## config.mk

```make
export PLATFORM = sky130hd
export DESIGN_NAME = hmf_fifo_control
export DESIGN_NICKNAME = d
export VERILOG_FILES = /design/src/rtl/hmf_pkg.sv /design/src/rtl/hmf_fifo_control.sv
export SDC_FILE = /design/constraint.sdc
export NUM_CORES = 1
export LEC_CHECK = 0
export BUFFER_PORTS_ARGS = -buffer_cell sky130_fd_sc_hd__buf_4
export CORE_MARGIN = 8
export CORE_UTILIZATION = 29
export CTS_CLUSTER_SIZE = 16
export DETAILED_ROUTE_END_ITERATION = 8
export GPL_ROUTABILITY_DRIVEN = 1
export GPL_TIMING_DRIVEN = 0
export PLACE_DENSITY = 0.55
export RECOVER_POWER = 100
export SLEW_MARGIN = 20
export SYNTH_ARGS = -nofsm -noshare
export SYNTH_HDL_FRONTEND = slang
export SYNTH_SLANG_ARGS = --single-unit
```

## constraint.sdc

```tcl
create_clock -name CLK -period 6.3 [get_ports CLK]
set_input_delay 1.26 -clock CLK [delete_from_list [all_inputs] [get_ports CLK]]
set_output_delay 1.26 -clock CLK [all_outputs]
set_load 0.03 [all_outputs]
```

## src/rtl/hmf_pkg.sv

```systemverilog
// Package with register map, field positions, reset values and sizing for the MAC FIFO control block
package hmf_pkg;

  // ----------------------------------------------------------------
  // Register offsets
  // ----------------------------------------------------------------
  localparam logic [7:0] OFS_TRANSMIT_CONFIG       = 8'h70;
  localparam logic [7:0] OFS_RECEIVE_PATH_CONTROL  = 8'h78;
  localparam logic [7:0] OFS_RECEIVE_FIFO_LEVELS   = 8'h7c;
  localparam logic [7:0] OFS_TRANSMIT_FIFO_LEVELS  = 8'h80;

  // ----------------------------------------------------------------
  // Field positions
  // ----------------------------------------------------------------
  localparam int BIT_TX_STATUS_PURGE       = 15;
  localparam int BIT_TX_DATA_PURGE         = 14;
  localparam int BIT_STATUS_OVERRUN_PERMIT = 2;
  localparam int BIT_TX_ENABLE             = 1;
  localparam int BIT_TX_STOP               = 0;
  localparam int BIT_RX_FRAME_SKIP         = 31;
  localparam int LEVEL_WORDS_LSB           = 16;   // Status word count, bits 23:16
  localparam int LEVEL_WORDS_W             = 8;
  localparam int LEVEL_BYTES_W             = 16;   // Byte count, bits 15:0

  // ----------------------------------------------------------------
  // Reset values and sizing
  // ----------------------------------------------------------------
  localparam logic [15:0] TX_DATA_CAPACITY  = 16'h1200;  // Free bytes of an empty transmit data FIFO
  localparam int          TX_STATUS_DEPTH   = 128;       // Transmit status FIFO words
  localparam logic [15:0] BYTES_PER_WORD    = 16'h0004;
  localparam logic [31:0] RDATA_RESET       = 32'h00000000;

endpackage : hmf_pkg

```

## src/rtl/hmf_fifo_control.sv

```systemverilog
// Control and status registers for the host MAC transmit and receive FIFOs
`timescale 1ns/1ps
`default_nettype none

module hmf_fifo_control #(
  parameter int TXS_DEPTH   = hmf_pkg::TX_STATUS_DEPTH,
  parameter int TXD_BYTES   = 32'(hmf_pkg::TX_DATA_CAPACITY)
) (
  input  wire logic        CLK,
  input  wire logic        RST,
  // Register port of the host interface
  input  wire logic [7:0]  REG_ADDR,
  input  wire logic        REG_WR,
  input  wire logic        REG_RD,
  input  wire logic [31:0] REG_WDATA,
  output logic [31:0]      REG_RDATA,
  output logic             REG_RVALID,
  // Transmit data FIFO events, one word each
  input  wire logic        TXD_PUSH,
  input  wire logic        TXD_POP,
  // Transmit status FIFO events
  input  wire logic        TXS_PUSH,
  input  wire logic        TXS_POP,
  // Receive status FIFO events
  input  wire logic        RXS_PUSH,
  input  wire logic        RXS_POP,
  // Receive data FIFO events
  input  wire logic        RXD_FRAME_DONE,
  input  wire logic [15:0] RXD_FRAME_LEN,
  input  wire logic        RXD_POP,
  input  wire logic        RX_SKIP_DONE,
  input  wire logic [15:0] RX_SKIP_BYTES,
  // Transmitter handshake and datapath commands
  input  wire logic        TX_IDLE,
  output logic             TX_RUN,
  output logic             TX_STOP_REQ,
  output logic             TX_STATUS_FULL,
  output logic             TXS_PURGE,
  output logic             TXD_PURGE,
  output logic             RX_SKIP_REQ
);

  // ----------------------------------------------------------------
  // Elaboration checks
  // ----------------------------------------------------------------
  // Refuse sizes that the level fields or the word-granular free count cannot hold
  generate
    if (TXS_DEPTH < 1 || TXS_DEPTH > 255) begin : g_bad_txs
      $error("TXS_DEPTH must fit the 8-bit level field");
    end
    if (TXD_BYTES < 4 || TXD_BYTES > 65535 || (TXD_BYTES % 4) != 0) begin : g_bad_txd
      $error("TXD_BYTES must be a whole number of words within 16 bits");
    end
    if (hmf_pkg::LEVEL_WORDS_LSB + hmf_pkg::LEVEL_WORDS_W > 32) begin : g_bad_layout
      $error("Level word field must fit the 32-bit register");
    end
  endgenerate

  // Level and free-count forms of the parameters
  localparam logic [7:0]  TXS_FULL_LEVEL = 8'(TXS_DEPTH);
  localparam logic [15:0] TXD_EMPTY_FREE = 16'(TXD_BYTES);

  // ----------------------------------------------------------------
  // Control state
  // ----------------------------------------------------------------
  logic        status_overrun_permit;
  logic        tx_enable;
  logic        tx_stop;
  logic        rx_frame_skip;
  logic        next_status_overrun_permit;
  logic        next_tx_enable;
  logic        next_tx_stop;
  logic        next_rx_frame_skip;
  logic        wr_tx_cfg;
  logic        wr_rx_ctrl;
  logic        txs_purge_req;
  logic        txd_purge_req;

  // Decoded write strobes; purge requests are pure write events
  // Reserved bits of either register feed no logic at all
  assign wr_tx_cfg     = REG_WR && (REG_ADDR == hmf_pkg::OFS_TRANSMIT_CONFIG);
  assign wr_rx_ctrl    = REG_WR && (REG_ADDR == hmf_pkg::OFS_RECEIVE_PATH_CONTROL);
  assign txs_purge_req = wr_tx_cfg && REG_WDATA[hmf_pkg::BIT_TX_STATUS_PURGE];
  assign txd_purge_req = wr_tx_cfg && REG_WDATA[hmf_pkg::BIT_TX_DATA_PURGE];

  // Next values of the control bits
  always_comb begin
    next_status_overrun_permit = status_overrun_permit;
    next_tx_enable             = tx_enable;
    next_tx_stop               = tx_stop;
    next_rx_frame_skip         = rx_frame_skip;
    if (wr_tx_cfg) begin
      next_status_overrun_permit = REG_WDATA[hmf_pkg::BIT_STATUS_OVERRUN_PERMIT];
      next_tx_enable             = REG_WDATA[hmf_pkg::BIT_TX_ENABLE];
    end
    // Stop completes only when the transmitter reports it is between frames
    // Hardware clearing outranks a software enable write in the same cycle
    if (tx_stop && TX_IDLE) begin
      next_tx_stop   = 1'b0;
      next_tx_enable = 1'b0;
    end else if (wr_tx_cfg && !tx_stop) begin
      next_tx_stop = REG_WDATA[hmf_pkg::BIT_TX_STOP];
    end
    // A new request in the cycle the old one finishes is kept, not lost
    if (wr_rx_ctrl && REG_WDATA[hmf_pkg::BIT_RX_FRAME_SKIP]) begin
      next_rx_frame_skip = 1'b1;
    end else if (RX_SKIP_DONE) begin
      next_rx_frame_skip = 1'b0;
    end
  end

  // Control registers
  always_ff @(posedge CLK) begin
    if (RST) begin
      status_overrun_permit <= 1'b0;
      tx_enable             <= 1'b0;
      tx_stop               <= 1'b0;
      rx_frame_skip         <= 1'b0;
    end else begin
      status_overrun_permit <= next_status_overrun_permit;
      tx_enable             <= next_tx_enable;
      tx_stop               <= next_tx_stop;
      rx_frame_skip         <= next_rx_frame_skip;
    end
  end

  // ----------------------------------------------------------------
  // FIFO level tracking
  // ----------------------------------------------------------------
  logic [7:0]  tx_status_words_used;
  logic [7:0]  rx_status_words_used;
  logic [15:0] tx_data_bytes_free;
  logic [15:0] rx_data_bytes_used;
  logic [7:0]  next_tx_status_words_used;
  logic [7:0]  next_rx_status_words_used;
  logic [15:0] next_tx_data_bytes_free;
  logic [15:0] next_rx_data_bytes_used;
  logic [15:0] rx_frame_rounded;

  // Partial last words occupy a whole word in the FIFO
  assign rx_frame_rounded = {RXD_FRAME_LEN[15:2] + 14'(|RXD_FRAME_LEN[1:0]), 2'b00};

  // Next levels; a purge overrides any event in the same cycle so the next read shows empty
  always_comb begin
    next_tx_status_words_used = tx_status_words_used;
    next_rx_status_words_used = rx_status_words_used;
    next_tx_data_bytes_free   = tx_data_bytes_free;
    next_rx_data_bytes_used   = rx_data_bytes_used;
    if (txs_purge_req) begin
      next_tx_status_words_used = 8'h00;
    end else if (TXS_PUSH && !TXS_POP) begin
      next_tx_status_words_used = tx_status_words_used + 8'h01;
    end else if (TXS_POP && !TXS_PUSH) begin
      next_tx_status_words_used = tx_status_words_used - 8'h01;
    end
    if (txd_purge_req) begin
      next_tx_data_bytes_free = TXD_EMPTY_FREE;
    end else if (TXD_POP && !TXD_PUSH) begin
      next_tx_data_bytes_free = tx_data_bytes_free + hmf_pkg::BYTES_PER_WORD;
    end else if (TXD_PUSH && !TXD_POP) begin
      // Relies on the host honouring the free count, so no underflow guard
      next_tx_data_bytes_free = tx_data_bytes_free - hmf_pkg::BYTES_PER_WORD;
    end
    if (RXS_PUSH && !RXS_POP) begin
      next_rx_status_words_used = rx_status_words_used + 8'h01;
    end else if (RXS_POP && !RXS_PUSH) begin
      next_rx_status_words_used = rx_status_words_used - 8'h01;
    end
    // Receive data: frames add, host reads and skips subtract, all in one cycle
    if (RXD_FRAME_DONE) begin
      next_rx_data_bytes_used = next_rx_data_bytes_used + rx_frame_rounded;
    end
    if (RXD_POP) begin
      next_rx_data_bytes_used = next_rx_data_bytes_used - hmf_pkg::BYTES_PER_WORD;
    end
    if (RX_SKIP_DONE) begin
      next_rx_data_bytes_used = next_rx_data_bytes_used - RX_SKIP_BYTES;
    end
  end

  // Level registers
  // Counts wrap rather than saturate: the host and datapath must not overflow them
  always_ff @(posedge CLK) begin
    if (RST) begin
      tx_status_words_used <= 8'h00;
      rx_status_words_used <= 8'h00;
      tx_data_bytes_free   <= TXD_EMPTY_FREE;
      rx_data_bytes_used   <= 16'h0000;
    end else begin
      tx_status_words_used <= next_tx_status_words_used;
      rx_status_words_used <= next_rx_status_words_used;
      tx_data_bytes_free   <= next_tx_data_bytes_free;
      rx_data_bytes_used   <= next_rx_data_bytes_used;
    end
  end

  // ----------------------------------------------------------------
  // Transmitter and datapath outputs
  // ----------------------------------------------------------------
  logic next_tx_run;
  logic next_tx_status_full;

  // Full compares the level that will be visible, so run and full move together
  always_comb begin
    next_tx_status_full = (next_tx_status_words_used >= TXS_FULL_LEVEL);
    next_tx_run         = next_tx_enable &&
                          (next_status_overrun_permit || !next_tx_status_full);
  end

  // Output flops; purge and skip commands are registered copies of their sources
  // Registering them keeps every output on a flop at the cost of one cycle
  always_ff @(posedge CLK) begin
    if (RST) begin
      TX_RUN         <= 1'b0;
      TX_STOP_REQ    <= 1'b0;
      TX_STATUS_FULL <= 1'b0;
      TXS_PURGE      <= 1'b0;
      TXD_PURGE      <= 1'b0;
      RX_SKIP_REQ    <= 1'b0;
    end else begin
      TX_RUN         <= next_tx_run;
      TX_STOP_REQ    <= next_tx_stop;
      TX_STATUS_FULL <= next_tx_status_full;
      TXS_PURGE      <= txs_purge_req;
      TXD_PURGE      <= txd_purge_req;
      RX_SKIP_REQ    <= next_rx_frame_skip;
    end
  end

  // ----------------------------------------------------------------
  // Register read path
  // ----------------------------------------------------------------
  logic [31:0] next_rdata;
  logic        next_rvalid;

  // Read mux; purge bits are write-only and every reserved bit reads zero
  // Data holds between reads so a slow host can still pick it up late
  always_comb begin
    next_rdata  = REG_RDATA;
    next_rvalid = REG_RD;
    if (REG_RD) begin
      next_rdata = hmf_pkg::RDATA_RESET;
      case (REG_ADDR)
        hmf_pkg::OFS_TRANSMIT_CONFIG: begin
          next_rdata[hmf_pkg::BIT_STATUS_OVERRUN_PERMIT] = status_overrun_permit;
          next_rdata[hmf_pkg::BIT_TX_ENABLE]             = tx_enable;
          next_rdata[hmf_pkg::BIT_TX_STOP]               = tx_stop;
        end
        hmf_pkg::OFS_RECEIVE_PATH_CONTROL: begin
          next_rdata[hmf_pkg::BIT_RX_FRAME_SKIP] = rx_frame_skip;
        end
        hmf_pkg::OFS_RECEIVE_FIFO_LEVELS: begin
          next_rdata[hmf_pkg::LEVEL_WORDS_LSB +: hmf_pkg::LEVEL_WORDS_W] = rx_status_words_used;
          next_rdata[0 +: hmf_pkg::LEVEL_BYTES_W]                        = rx_data_bytes_used;
        end
        hmf_pkg::OFS_TRANSMIT_FIFO_LEVELS: begin
          next_rdata[hmf_pkg::LEVEL_WORDS_LSB +: hmf_pkg::LEVEL_WORDS_W] = tx_status_words_used;
          next_rdata[0 +: hmf_pkg::LEVEL_BYTES_W]                        = tx_data_bytes_free;
        end
        default: begin
          next_rdata = hmf_pkg::RDATA_RESET;
        end
      endcase
    end
  end

  // Read data is held until the next read
  always_ff @(posedge CLK) begin
    if (RST) begin
      REG_RDATA  <= hmf_pkg::RDATA_RESET;
      REG_RVALID <= 1'b0;
    end else begin
      REG_RDATA  <= next_rdata;
      REG_RVALID <= next_rvalid;
    end
  end

endmodule : hmf_fifo_control

`default_nettype wire

```

# Word level (Yosys, flattened, before mapping)
# Cells that the tools add are included.
[totals]
input_bits = 86
latch_bits = 0
ff_bits = 82
memories = 0
elab_cells = 76
romBits = 0
ram_bits = 0
[classes]
n_reduce_logical = 29
div_mod_pow = 0
mux = 18
eq_ne = 4
addsub = 10
shift = 0
n_bitwise = 0
multipliers = 0
order_cmp = 1
[ops]
columns = ["operator", "n"]
rows = [
  ["$mux 16", 5],
  ["$pmux 21 s2", 1],
  ["$mux 8", 5],
  ["$sub 16x3->16 const B", 2],
  ["$eq 8x7->1 const B", 3],
  ["$add 16x16->16", 1],
  ["$add 16x3->16 const B", 1],
  ["$add 8x1->8 const B", 2],
  ["$sub 16x16->16", 1],
  ["$sub 8x1->8 const B", 2],
  ["$add 14x1->14", 1],
  ["$logic_and 1x1->1", 14],
  ["$pmux 3 s3", 1],
  ["$eq 8x8->1 const B", 1],
  ["$ge 8x8->1 const B", 1],
  ["$logic_not 1->1", 8],
  ["$mux 1", 6],
  ["$reduce_bool 2->1", 3],
  ["$reduce_or 2->1", 3],
  ["$logic_or 1x1->1", 1],
]

# Depth between registers and ports, before layout
[logic_depth]
word_depth = 9
ltp_mapped = 22
depth_no_buf = 22

# Worst setup path before layout
# No wires, ideal clock.
[synth_timing]
path_kind = "in2reg"
start = "input RXD_FRAME_LEN[1]"
end = "register rx_data_bytes_used[15]"
slack_ns = 0.532
arrival_time_ns = 5.647
path_stages = 19
n_path_buf = 0
setup_time_ns = 0.121
path_cell_list = "or2_2 ha_1 ha_1 xor2_1 ha_1 o21ai_1 o21ai_1 a21o_1 a211oi_1 nand3_1 nor4_1 xnor2_1 ha_1 or3_1 a2111o_1 a41oi_1 mux2i_1 nor2_1 mux2_4"
[synth_between]
elab_chain_len = 8
[synth_lines]
columns = ["item", "line", "source"]
rows = [
  ["start: declaration", "hmf_fifo_control.sv:29", "input wire logic [15:0] RXD_FRAME_LEN,"],
  ["$reduce_or 2->1 (*)", "hmf_fifo_control.sv:141", "assign rx_frame_rounded = {RXD_FRAME_LEN[15:2] + 14'(|RXD_FRAME_LEN[1:0]), 2'b00};"],
  ["$add 14x1->14 (*)", "hmf_fifo_control.sv:141", ""],
  ["$add 16x16->16 (*)", "hmf_fifo_control.sv:171", "next_rx_data_bytes_used = next_rx_data_bytes_used + rx_frame_rounded;"],
  ["$mux 16 (*)", "hmf_fifo_control.sv:170", "if (RXD_FRAME_DONE) begin"],
  ["$sub 16x3->16", "hmf_fifo_control.sv:174", "next_rx_data_bytes_used = next_rx_data_bytes_used - hmf_pkg::BYTES_PER_WORD;"],
  ["$mux 16 (*)", "hmf_fifo_control.sv:173", "if (RXD_POP) begin"],
  ["$sub 16x16->16", "hmf_fifo_control.sv:177", "next_rx_data_bytes_used = next_rx_data_bytes_used - RX_SKIP_BYTES;"],
  ["$mux 16 (*)", "hmf_fifo_control.sv:176", "if (RX_SKIP_DONE) begin"],
  ["end signal: assignment", "hmf_fifo_control.sv:193", "rx_data_bytes_used <= next_rx_data_bytes_used;"],
  ["end: declaration", "hmf_fifo_control.sv:133", "logic [15:0] rx_data_bytes_used;"],
]
# Mark *: on every way between the ends. The rest lies on a longest branch, timed or not.
# A chain may end at the register's enable or synchronous reset.

# Worst setup path in the final report
# Same ends and word-level chain as after synthesis.

==> qor.csv <==
metric;value;unit
status;complete, no violations;
synth_adder_area_share;12.8;%
clk_latency;340;ps
syn_inst;744;
p_switching;1060;uW
diodes;0;
period_minus_slack;6020;ps
power.density;360;nW/um^2
synth_area;6010;sq um
drive_above_1_share;11.2;%
cts_root_buf;clkbuf_16;
swShare;40.6;%
cts_tree;built;
synth_top_family_by_area;compound AO/OA/AOI/OAI gates;
crit_cells;20;
overflow;0;
via_count;5558;
crit_path_frequent_cell;ha_1;
worst_pin_slew;645;ps
io_pins;125;
finalCritPeriodShare;95.5;%
syn_to_final_growth;20.5;%
core;20300;sq um
postLayoutCoreUtil;35.7;%
holdBufCountCts;0;
clock_path_buffers;2;
clock_power_share;21.4;%
via_per_inst;4.94;
cp.required;6530;ps
dieArea;25600;sq um
synth_edf_count;0;
nets;995;
post_cts_buffers;0;
hold_depth;2;
synth_seq_area_share;26.7;%
synthXorXnorAreaFrac;9.41;%
wl;17600;um
grt_setup_unrepaired;false;
crit_slowest_cell;or3_1;
cap_viol_max_count;0;
postRouteAntennaNets;0;
routedWlPerCell;15.6;um
async_reset_ff_share;0;%
grt_start_max_net_pins;15;
power.leakage;0.00302;uW
yosysUniqueCellTypes;68;
drc_errors;0;
finalMaxSlewViolations;0;
cts_sinks;80;
synth_top_flop_cell;dfxtp_1;
cp_slowest_stage_delay;410;ps
clk_pin_slew;60;ps
die_w;160;um
grt_use_total;13.6;%
dp_cells;1109;
ir_worst_vdd;130;uV
dpl_worst_slack;-282;ps
crit_fanout;6;
row_count;52;
grt_pass1_wl;28400;um
hold_class;register to register;
muxShareOfSynthArea;2.29;%
htree_num_levels;3;
power_report.internal_total;1550;uW
synthSimpleGateAreaFrac;20.3;%
cts-buffers-inserted;9;
cp.arrival;6250;ps
ys_warn_count;0;
finalHoldViolations;0;
start_util;29.6;%
crit_chain;buf_4, or2_2, ha_1, ha_1, xor2_1, ha_1, o21ai_1, o21ai_1, a21o_1, a211oi_2, nand3_1, nor4_2, xnor2_1, ha_1, or3_1, a2111o_1, a41oi_1, mux2i_1, nor2_1, mux2_4;
slew_headroom;55.9;%
synth_seq_cells;80;
final_cells;1125;
numPortBuffers;89;
worst_slack;281;ps
cp-start-kind;primary input;
crit_family;compound AO/OA/AOI/OAI gates;
fillers;2191;
post-dp-hpwl;14300;um
setup_viol;0;
die_h;160;um
dr.pass1.iters;4;
path_buf_inv;1;
crit_path_end_kind;register;
synth-compound-area-share;23.3;%
seqPwrFrac;27.2;%
fmax;166;MHz
crit_type;primary input to register;
first_iter_violations;266;
reg2reg_depth;16;
finClkSkew;8.73;ps
place_congestion;0.848;
syn_avg_cell_area;8.08;sq um
antenna_found_initial;1;
grt_pass1_vias;5555;
combPwrFrac;51.4;%
what timing repair did:
| item | CTS | global route |
|---|---|---|
| resized for setup | 0 | 2 |
| endpoints found under the setup margin | 0 | 1 |
| endpoints found under the hold margin | 0 | 0 |
stage by stage:
step                      TNS [ps]  area [sq um]  hold slack (ps)  total power (uW)
final                            0          7240              484              2600
after global routing             0          7240              522              2840
after CTS                        0          7350              490              2620
after detailed placement      -282          7040              481              2050
after global placement        -276          7040              480              2040
after floorplan                  0          6030              446              1740
cell usage in the layout, fill, tap and decap left out, drive strengths merged, types with 5 or more instances in the layout:
| cell type | count |
|---|---|
| clkbuf | 74 |
| nor3b | 9 |
| conb | 7 |
| o21bai | 8 |
| nor2b | 11 |
| and3 | 13 |
| buf | 62 |
| a21o | 13 |
| or2 | 5 |
| o211ai | 5 |
| nand2b | 7 |
| a21oi | 53 |
| a22oi | 25 |
| a211oi | 33 |
| nor2 | 101 |
| ha | 55 |
| or3 | 12 |
| nand3 | 19 |
| mux2i | 10 |
| xnor2 | 40 |
| o21ai | 27 |
| inv | 39 |
| nor3 | 15 |
| xor2 | 22 |
| dfxtp | 80 |
| nand2 | 33 |
| a2111oi | 8 |
power by group through the flow:
stage | clock (uW) | sequential [uW] | combinational (uW)
3_5_place_dp | 0 | 717 | 1330
4_1_cts | 568 | 706 | 1340
2_1_floorplan | 0 | 682 | 1060
6_report | 558 | 707 | 1340
3_3_place_gp | 0 | 717 | 1320
5_1_grt | 594 | 723 | 1520
registers in the layout, indices dropped and copies added (netlist names):
signal                 flops
REG_RDATA                 25
REG_RVALID                 1
RX_SKIP_REQ                1
TXD_PURGE                  1
TXS_PURGE                  1
TX_RUN                     1
TX_STATUS_FULL             1
TX_STOP_REQ                1
rx_data_bytes_used        16
rx_status_words_used       8
status_overrun_permit      1
tx_data_bytes_free        14
tx_enable                  1
tx_status_words_used       8
cell type report:
| cell class | count | area (sq um) | share of cell area [%] |
|---|---|---|---|
| clock buffer | 11 | 233 | 3.22 |
| tap | 270 | 338 | 4.67 |
| clock inverter | 5 | 81.3 | 1.12 |
| timing repair buffer | 89 | 544 | 7.52 |
| inverter | 40 | 150 | 2.07 |
| multi-input combinational | 594 | 4130 | 57.0 |
| buffer | 36 | 164 | 2.26 |
| sequential | 80 | 1600 | 22.1 |
worst reg2reg max path: stages (launching register included):
cell	delay [ps]
dfxtp_1	370
ha_1	280
fa_1	430
nand3_1	140
a211oi_1	140
or3_1	370
a31o_1	270
or3_1	390
nor2_2	130
xor2_1	110
ha_1	230
or3_1	350
a2111o_1	410
a41oi_1	260
mux2i_1	240
nor2_1	60
mux2_4	260
per-layer routing:
metal / GRT usage [%] / up-vias / share of wire (%)
met5: 0 / - / 0.074
met4: 3.40 / 2 / 1.2
met3: 2.72 / 19 / 4.6
met2: 22.5 / 97 / 46
met1: 17.6 / 2550 / 49
li1: - / 2890 / -
kinds of logic after synthesis:
family | after synthesis
DFF | 80
adders and majority gates | 59
muxes | 13
other | 1
buffers and inverters | 76
AOI/OAI and AO/OA | 204
xor gates and xnor gates | 63
and+or+nand+nor | 248
synth_stat cells (3+ instances only):
cell type | instances | area [sq um]
nor2_1 | 100 | 375
nand2_1 | 32 | 120
o21ai_0 | 22 | 110
nor3b_1 | 9 | 67.6
a31oi_1 | 4 | 25.0
clkbuf_1 | 22 | 82.6
nand4_1 | 4 | 25.0
nand3_1 | 19 | 95.1
nor3_1 | 15 | 75.1
a21boi_0 | 3 | 22.5
a211oi_1 | 31 | 233
o21a_1 | 4 | 30.0
a21o_1 | 13 | 97.6
nor2b_1 | 11 | 68.8
o211ai_1 | 4 | 30.0
xnor2_1 | 40 | 350
or3_1 | 12 | 75.1
a211o_1 | 3 | 26.3
ha_1 | 55 | 688
nand2b_1 | 7 | 43.8
and3_1 | 13 | 81.3
dfxtp_1 | 80 | 1600
buf_1 | 5 | 18.8
xor2_1 | 22 | 193
nor4b_1 | 3 | 26.3
a21oi_1 | 52 | 260
a41oi_1 | 4 | 35.0
a22oi_1 | 25 | 188
o21ai_1 | 5 | 25.0
buf_4 | 7 | 52.6
or2_2 | 5 | 31.3
o21bai_1 | 8 | 60.1
fa_1 | 4 | 80.1
a2111oi_0 | 6 | 52.6
mux2i_1 | 10 | 100
nand3b_1 | 3 | 22.5
and4_1 | 4 | 35.0
inv_1 | 39 | 146
final timing paths:
| path | startpoint | endpoint | slack, ps |
|---|---|---|---|
| setup / recovery | RXD_FRAME_LEN[1] | rx_data_bytes_used[15]$_SDFF_PP0_ | 280 |
| hold / removal | REG_RDATA[9]$_SDFFE_PP0P_ | REG_RDATA[9]$_SDFFE_PP0P_ | 480 |
| setup reg to reg | rx_data_bytes_used[2]$_SDFF_PP0_ | rx_data_bytes_used[15]$_SDFF_PP0_ | 1780 |
| hold reg to reg | REG_RDATA[9]$_SDFFE_PP0P_ | REG_RDATA[9]$_SDFFE_PP0P_ | 480 |
No activity file was read; power rests on OpenSTA's default activity.
